<file path="src/logic/lbh_pkg.sv">
// Package for the local-bus hold arbiter: cycle status codes, states, timing.
// Assumes a single system clock; no software-visible registers.
package lbh_pkg;

	// Cycle status codes; bit 2 = memory, bit 1 = data transmitted
	localparam logic [2:0] LBH_ST_RSVD   = 3'h0;
	localparam logic [2:0] LBH_ST_IORD   = 3'h1;
	localparam logic [2:0] LBH_ST_IOWR   = 3'h2;
	localparam logic [2:0] LBH_ST_HALT   = 3'h3;
	localparam logic [2:0] LBH_ST_FETCH  = 3'h4;
	localparam logic [2:0] LBH_ST_MEMRD  = 3'h5;
	localparam logic [2:0] LBH_ST_MEMWR  = 3'h6;
	localparam logic [2:0] LBH_ST_PASV   = 3'h7;

	// Refresh cycles are shown as memory reads
	localparam logic [2:0] LBH_REFRESH_KIND = LBH_ST_MEMRD;

	// Worst-case hold latency: four bus cycles of four clocks each, no waits
	localparam int LBH_CLKS_PER_CYCLE = 4;
	localparam int LBH_MAX_HOLD_CYCLES = 4;
	localparam int LBH_MAX_HOLD_CLKS = LBH_CLKS_PER_CYCLE * LBH_MAX_HOLD_CYCLES;

	// Reset values
	localparam logic       LBH_ACK_RST    = 1'b0;
	localparam logic       LBH_RD_N_RST   = 1'b1;
	localparam logic       LBH_LOCK_RST   = 1'b0;
	localparam logic [2:0] LBH_SYNC_RST   = 3'h0;

	typedef enum logic [2:0]
	{
		LBH_IDLE    = 3'b000,
		LBH_T1      = 3'b001,
		LBH_T2      = 3'b010,
		LBH_T3      = 3'b011,
		LBH_T4      = 3'b100,
		LBH_HELD    = 3'b101,
		LBH_RECLAIM = 3'b110
	} lbh_state_e;

	function automatic logic lbh_is_read(input logic [2:0] kind);
		return (kind == LBH_ST_IORD) || (kind == LBH_ST_MEMRD) || (kind == LBH_ST_FETCH);
	endfunction

endpackage

</file>
<file path="src/logic/lbh_sync_if.sv">
// Carries the raw takeover request pin and its synchronised level.
// Assumes the raw side is asynchronous to mclk.
`timescale 1ns/1ps
`default_nettype none
interface lbh_sync_if;
	logic raw;
	logic level;
	modport sink (input raw, output level);
	modport user (output raw, input level);
endinterface
`default_nettype wire

</file>
<file path="src/logic/lbh_sync.sv">
// Three-flop input synchroniser with agreement filter.
// Assumes mclk free-running; the raw input may change at any time.
`timescale 1ns/1ps
`default_nettype none
module lbh_sync
	import lbh_pkg::*;
(
	input  wire logic mclk,
	input  wire logic rst,
	lbh_sync_if.sink  sif
);
	logic [2:0] sh_q;
	logic       level_q;

	// First stage feeds only the second; a level counts once stages 2 and 3 agree
	always_ff @(posedge mclk)
	begin
		if (rst)
			sh_q <= LBH_SYNC_RST;
		else
			sh_q <= {sh_q[1:0], sif.raw};
	end

	always_ff @(posedge mclk)
	begin
		if (rst)
			level_q <= 1'b0;
		else if (sh_q[1] == sh_q[2])
			level_q <= sh_q[2];
	end

	assign sif.level = level_q;
endmodule
`default_nettype wire

</file>
<file path="src/logic/lbh_arbiter.sv">
// Local-bus hold arbiter and bus-cycle sequencer: owns status, strobe and enables.
// Assumes internal requesters hold their request until started; one clock domain.
// Contract
// - On takeover request, finish current cycle, then acknowledge and float status, address, data.
// - While released, float selects, transceiver, strobes, byte enables; pull-ups keep them idle.
// - While released, address latch strobe floats and is held low.
// - Master drops request when done; device drops acknowledge and takes the bus back.
// - If device needs bus while released, it drops acknowledge while request remains; here only a pending refresh does so.
// - Refresh outranks takeover; takeover outranks DMA and processor cycles.
// - Takeover latency may reach four bus cycles, sixteen clocks, plus waits.
// - Never release the bus inside a locked transfer sequence.
// - Read strobe marks memory or I/O read cycles.
// - Read strobe never asserted before data lines are three-stated.
// - Read strobe floats, pulled inactive, during release and reset.
// - Status lines encode the kind of bus cycle in progress.
// - Status top bit alone tells memory from I/O.
// - Status middle bit alone tells transmit from receive.
// - Status codes: reserved, IO rd, IO wr, halt, fetch, mem rd, mem wr, passive.
`timescale 1ns/1ps
`default_nettype none
module lbh_arbiter
	import lbh_pkg::*;
(
	input  wire logic       mclk,
	input  wire logic       rst,
	input  wire logic       bus_takeover_request,
	output logic            bus_release_ack,
	input  wire logic       refresh_req,
	output logic            refresh_start,
	input  wire logic       cyc_req,
	input  wire logic [2:0] cyc_kind,
	input  wire logic       cyc_lock,
	input  wire logic       cyc_ready,
	output logic            cyc_start,
	output logic [2:0]      cycle_status_lines,
	output logic            status_oe,
	output logic            addr_oe,
	output logic            ad_oe,
	output logic            ctl_oe,
	output logic            read_strobe_n,
	output logic            read_strobe_oe,
	output logic            address_latch_strobe,
	output logic            address_latch_oe
);
	lbh_sync_if sif ();
	lbh_state_e state_q;
	lbh_state_e state_d;
	logic       hold_lvl;
	logic [2:0] kind_q;
	logic       lock_q;
	logic       ack_q;
	logic       own_q;
	logic       ad_oe_q;
	logic       rd_n_q;
	logic       ale_q;
	logic [2:0] status_q;
	logic       grant_hold;

	assign sif.raw = bus_takeover_request;

	lbh_sync u_sync
	(
		.mclk (mclk),
		.rst  (rst),
		.sif  (sif)
	);

	assign hold_lvl = sif.level;

	// Refresh first, then takeover, then other cycles; never inside a lock
	assign grant_hold    = hold_lvl && !refresh_req && !lock_q;
	assign refresh_start = (state_q == LBH_IDLE) && refresh_req;
	assign cyc_start     = (state_q == LBH_IDLE) && !refresh_req && !grant_hold && cyc_req;

	always_comb
	begin
		state_d = state_q;
		case (state_q)
			LBH_IDLE:
			begin
				if (refresh_req || (!grant_hold && cyc_req))
					state_d = LBH_T1;
				else if (grant_hold)
					state_d = LBH_HELD;
			end
			LBH_T1:
				state_d = LBH_T2;
			LBH_T2:
				state_d = LBH_T3;
			LBH_T3:
			begin
				// Wait states stretch T3 and so the hold latency
				if (cyc_ready)
					state_d = LBH_T4;
			end
			LBH_T4:
				state_d = LBH_IDLE;
			LBH_HELD:
			begin
				if (!hold_lvl)
					state_d = LBH_IDLE;
				else if (refresh_req)
					state_d = LBH_RECLAIM;
			end
			LBH_RECLAIM:
			begin
				// Relies on the master giving up once the acknowledge is gone
				if (!hold_lvl)
					state_d = LBH_IDLE;
			end
			default:
				state_d = LBH_IDLE;
		endcase
	end

	always_ff @(posedge mclk)
	begin
		if (rst)
			state_q <= LBH_IDLE;
		else
			state_q <= state_d;
	end

	always_ff @(posedge mclk)
	begin
		if (rst)
		begin
			kind_q <= LBH_ST_PASV;
			lock_q <= LBH_LOCK_RST;
		end
		else if (refresh_start)
			kind_q <= LBH_REFRESH_KIND;
		else if (cyc_start)
		begin
			kind_q <= cyc_kind;
			lock_q <= cyc_lock;
		end
	end

	always_ff @(posedge mclk)
	begin
		if (rst)
			ack_q <= LBH_ACK_RST;
		else
			ack_q <= (state_d == LBH_HELD);
	end

	// Drivers float in reset and whenever the bus is not ours
	always_ff @(posedge mclk)
	begin
		if (rst)
			own_q <= 1'b0;
		else
			own_q <= (state_d != LBH_HELD) && (state_d != LBH_RECLAIM);
	end

	// Data lines carry the address in T1; read data phase leaves them floating
	always_ff @(posedge mclk)
	begin
		if (rst)
			ad_oe_q <= 1'b0;
		else if (state_d == LBH_T1)
			ad_oe_q <= 1'b1;
		else if (state_d == LBH_HELD || state_d == LBH_RECLAIM)
			ad_oe_q <= 1'b0;
		else if (state_d == LBH_T2)
			ad_oe_q <= !lbh_is_read(kind_q);
	end

	// Strobe starts in T3, one clock after the data lines let go
	always_ff @(posedge mclk)
	begin
		if (rst)
			rd_n_q <= LBH_RD_N_RST;
		else
			rd_n_q <= !(lbh_is_read(kind_q) && (state_d == LBH_T3));
	end

	always_ff @(posedge mclk)
	begin
		if (rst)
			ale_q <= 1'b0;
		else
			ale_q <= (state_d == LBH_T1);
	end

	always_ff @(posedge mclk)
	begin
		if (rst)
			status_q <= LBH_ST_PASV;
		else if (state_d == LBH_T1 || state_d == LBH_T2 || state_d == LBH_T3)
			status_q <= (state_q == LBH_IDLE) ? (refresh_start ? LBH_REFRESH_KIND : cyc_kind)
				: kind_q;
		else
			status_q <= LBH_ST_PASV;
	end

	assign bus_release_ack      = ack_q;
	assign cycle_status_lines   = status_q;
	assign status_oe            = own_q;
	assign addr_oe              = own_q;
	assign ad_oe                = ad_oe_q && own_q;
	assign ctl_oe               = own_q;
	assign read_strobe_n        = rd_n_q;
	assign read_strobe_oe       = own_q;
	assign address_latch_strobe = ale_q && own_q;
	assign address_latch_oe     = own_q;
endmodule
`default_nettype wire

</file>
<file path="config.mk">
export PLATFORM = sky130hd
export DESIGN_NAME = lbh_arbiter
export DESIGN_NICKNAME = d
export VERILOG_FILES = /design/src/logic/lbh_pkg.sv /design/src/logic/lbh_sync_if.sv /design/src/logic/lbh_sync.sv /design/src/logic/lbh_arbiter.sv
export SDC_FILE = /design/constraint.sdc
export NUM_CORES = 1
export LEC_CHECK = 0
export BUFFER_PORTS_ARGS = -buffer_cell sky130_fd_sc_hd__buf_2
export CORE_UTILIZATION = 53
export CTS_BUF_LIST = sky130_fd_sc_hd__clkbuf_2
export DETAILED_ROUTE_END_ITERATION = 8
export PLACE_DENSITY = 0.84
export SLEW_MARGIN = 25
export SYNTH_ARGS = -nofsm -noshare
export SYNTH_HDL_FRONTEND = slang
export SYNTH_SLANG_ARGS = --single-unit
</file>
<file path="constraint.sdc">
create_clock -name mclk -period 1.9 [get_ports mclk]
set_input_delay 0.285 -clock mclk [delete_from_list [all_inputs] [get_ports mclk]]
set_output_delay 0.285 -clock mclk [all_outputs]
set_load 0.1 [all_outputs]
</file>
==> metrics <==
status finished, final reports clean; HP Start bus_takeover_request; area leader, netlist dfxtp_1; crit-path max FO 11; die area around 1900 um^2; via count 742; CTS Hold Bufs 0; initial DRC count 25; Worst EP required between 1.5 and 2 ns; f_max 554 MHz; setup ws final approximately 0.094 ns; final hold viol count 0; post-synthesis cell type count 39; critical path class flop to output port; Max Root-Sink Buffers 2; drt total wl between 1500 and 2000 um; r2r worst-path depth 5; Mapped Avg Cell Area approximately 9.5 um^2; Synth Net Count between 100 and 150; DRT antenna net count 0; Antenna Cells 0; leakage around 0.42 nW; setup violators final 0; critical path cell sequence nor3_4 > nand3_1 > nor2_4 > buf_12; Post-synth ARST share 0%; count leader, synth dfxtp_1; top cells by count, synth 19 x dfxtp_1, 7 x nor2_1, 6 x nor2b_1, 5 x a21oi_1, 5 x nand2_1; Layout Area Growth over Synthesis 14.7%; Main synth FF type dfxtp_1; total number of yosys warnings 0; Final Cycle Share a little over nine tenths; Syn Std Cell Area approximately 900 um^2; number of synthesized flops with an enable pin 0; final non-filler cell total 130; dpl ws around 0.26 ns; hold path depth 2; fraction of layout cells with a size suffix above 1 36.8%; Worst Path Buf+Inv 1; crit start category flop; # H-tree levels 1; # IOs 24; clock net sink count 19; skew final between 0.003 and 0.004 ns; Crit Reg-Reg Startpoint state_q[2]; setup slack, reg-to-reg between 0.2 and 0.3 ns; Worst path slowest cell dfxtp_2; GRT Util Overall between 20 and 25%; Core Area 1540 um^2; Initial Util 58.4%; crit end category output port; Top delay family on crit path simple AND/OR/NAND/NOR gates; CTS tree yes; Seq/Total Area, Yosys 42.2%; Vias/cell approximately 5.7; CTS buffer count 3; Hold Crit Endpoint u_sync.sh_q[0]; unrepaired setup endpoints after global routing no; vias in the first global route around 620; RR Endpoint ad_oe_q; Post-Syn Instances 95; # port buffers 23; wire length per cell 13.5 um; initial antenna violation count 0; time the worst path needs with I/O delays and setup between 1.5 and 2 ns; first-pass GRT wire length approximately 2800 um; DIE HEIGHT 43.2 um; largest net degree at the start of global routing 16; Worst-Skew Late Latency slightly above 0.3 ns; Post-DP HPWL around 1200 um; clk slew on worst S/H paths about 0.17 ns; Clk Tree Root Cell clkbuf_2; Worst Hold Class primary input to flop; maxcap violations 0; DRC errors left 0; Synth top area share around 42%; grt total ovfl 0; arrival time at the worst endpoint roughly 1.5 ns; Synth area leaders dfxtp_1 42%, mux2i_1 4.4%, nor2b_1 4.2%; cell count along the critical path 4; GPL Wtd Cong ~0.9; Die Wd 43.2 um; Core Rows 14; Power Dens Cells 1060 nW/um^2; Max-slew headroom 67.9%; DR pass1 iterations 4; largest stage delay on the critical path 0.42 ns; dpl cells 125; nets@finish between 100 and 150; Worst Tran Pin Value 0.484 ns; peak supply drop about 590 uV; Slew Limit Fails 0; fillcell total between 100 and 150; Yosys reg bits 19
-- cells in the final DEF, fill, tap and decap left out, types with 2 or more instances in the layout --
master | netlist | final
nor2_1 | 7 | 7
nor3_1 | 3 | 3
dfxtp_2 | 0 | 3
inv_1 | 2 | 2
a21oi_1 | 5 | 5
nor2b_1 | 6 | 6
buf_2 | 2 | 21
o21ai_0 | 2 | 2
a31oi_1 | 2 | 2
nand3_1 | 2 | 2
mux2i_1 | 4 | 4
buf_4 | 4 | 2
clkbuf_2 | 0 | 4
and2_2 | 0 | 3
dfxtp_1 | 19 | 16
nand2_1 | 5 | 5
o21ai_1 | 2 | 2
nor3b_1 | 2 | 2
nand2b_1 | 2 | 2
-- per-stage QoR --
stage                     area [um^2]  total power, mW  utilization (%)  TNS [ns]  hold slack, ns
after floorplan                   911            0.860                -   -0.0157           0.348
after global placement            995            0.899             64.5         0           0.421
after detailed placement          995            0.904             64.5         0           0.447
after CTS                        1030             1.09             66.9         0           0.170
after global routing             1030             1.14             67.0         0           0.172
final                            1030             1.09             67.0         0           0.170
-- timing repair --
| item | in CTS | in global routing |
|---|---|---|
| gates resized for setup | 2 | 2 |
| buffers inserted | 1 | 0 |
| endpoints found under the setup margin | 2 | 2 |
| pin swaps | 1 | 0 |
-- where the power goes --
group          leakage [nW]  switching (mW)  internal (mW)
Sequential            0.157          0.0338          0.437
Clock                0.0166           0.121         0.0558
Combinational         0.245           0.308          0.138
-- worst register-to-register path: cells and delay by family, from the launching register on --
family	cells	cell delay [ns]
AOI/OAI and AO/OA	3	0.66
DFF	1	0.51
and+or+nand+nor	1	0.24
muxes	1	0.20
-- per-layer routing --
layer,track usage (%),part of all wire (%)
met1,28.1,46
met4,9.09,1.3
met3,3.83,6.6
met5,0,0
met2,31.0,46
-- sequential cells by signal (all words and copies together), names as in the netlist --
register and count:
read_strobe_n 1, state_q 3, lock_q 1, cycle_status_lines 3
u_sync.sh_q 3, ad_oe_q 1, ale_q 1, bus_release_ack 1
addr_oe 1, u_sync.sif.level 1, kind_q 3
-- kinds of logic after synthesis --
| group | share of synthesized area [%] |
|---|---|
| compound gates | 20.8 |
| xor+xnor | 0.972 |
| buf+inv | 8.19 |
| flops | 42.2 |
| mux | 4.44 |
| simple gates | 23.3 |
-- cell type report --
| cell class | instances | area (um^2) | area share [%] |
|---|---|---|---|
| clock buffer | 4 | 20.0 | 1.94 |
| timing repair buffer | 24 | 140 | 13.6 |
| sequential | 19 | 384 | 37.2 |
| tap | 16 | 20.0 | 1.94 |
| multi-input combinational | 65 | 462 | 44.7 |
| inverter | 2 | 7.51 | 0.726 |
-- how the worst max path moves through the flow --
stage	start	to	slack [ns]
floorplan	state_q[0]	kind_q[1]	-0.02
global placement	state_q[0]	refresh_start	0.28
detailed placement	state_q[0]	refresh_start	0.26
CTS	state_q[0]	cyc_start	0.05
global route	state_q[0]	cyc_start	0.02
finish	state_q[0]	cyc_start	0.09
Power figures use the tool's default switching activity.
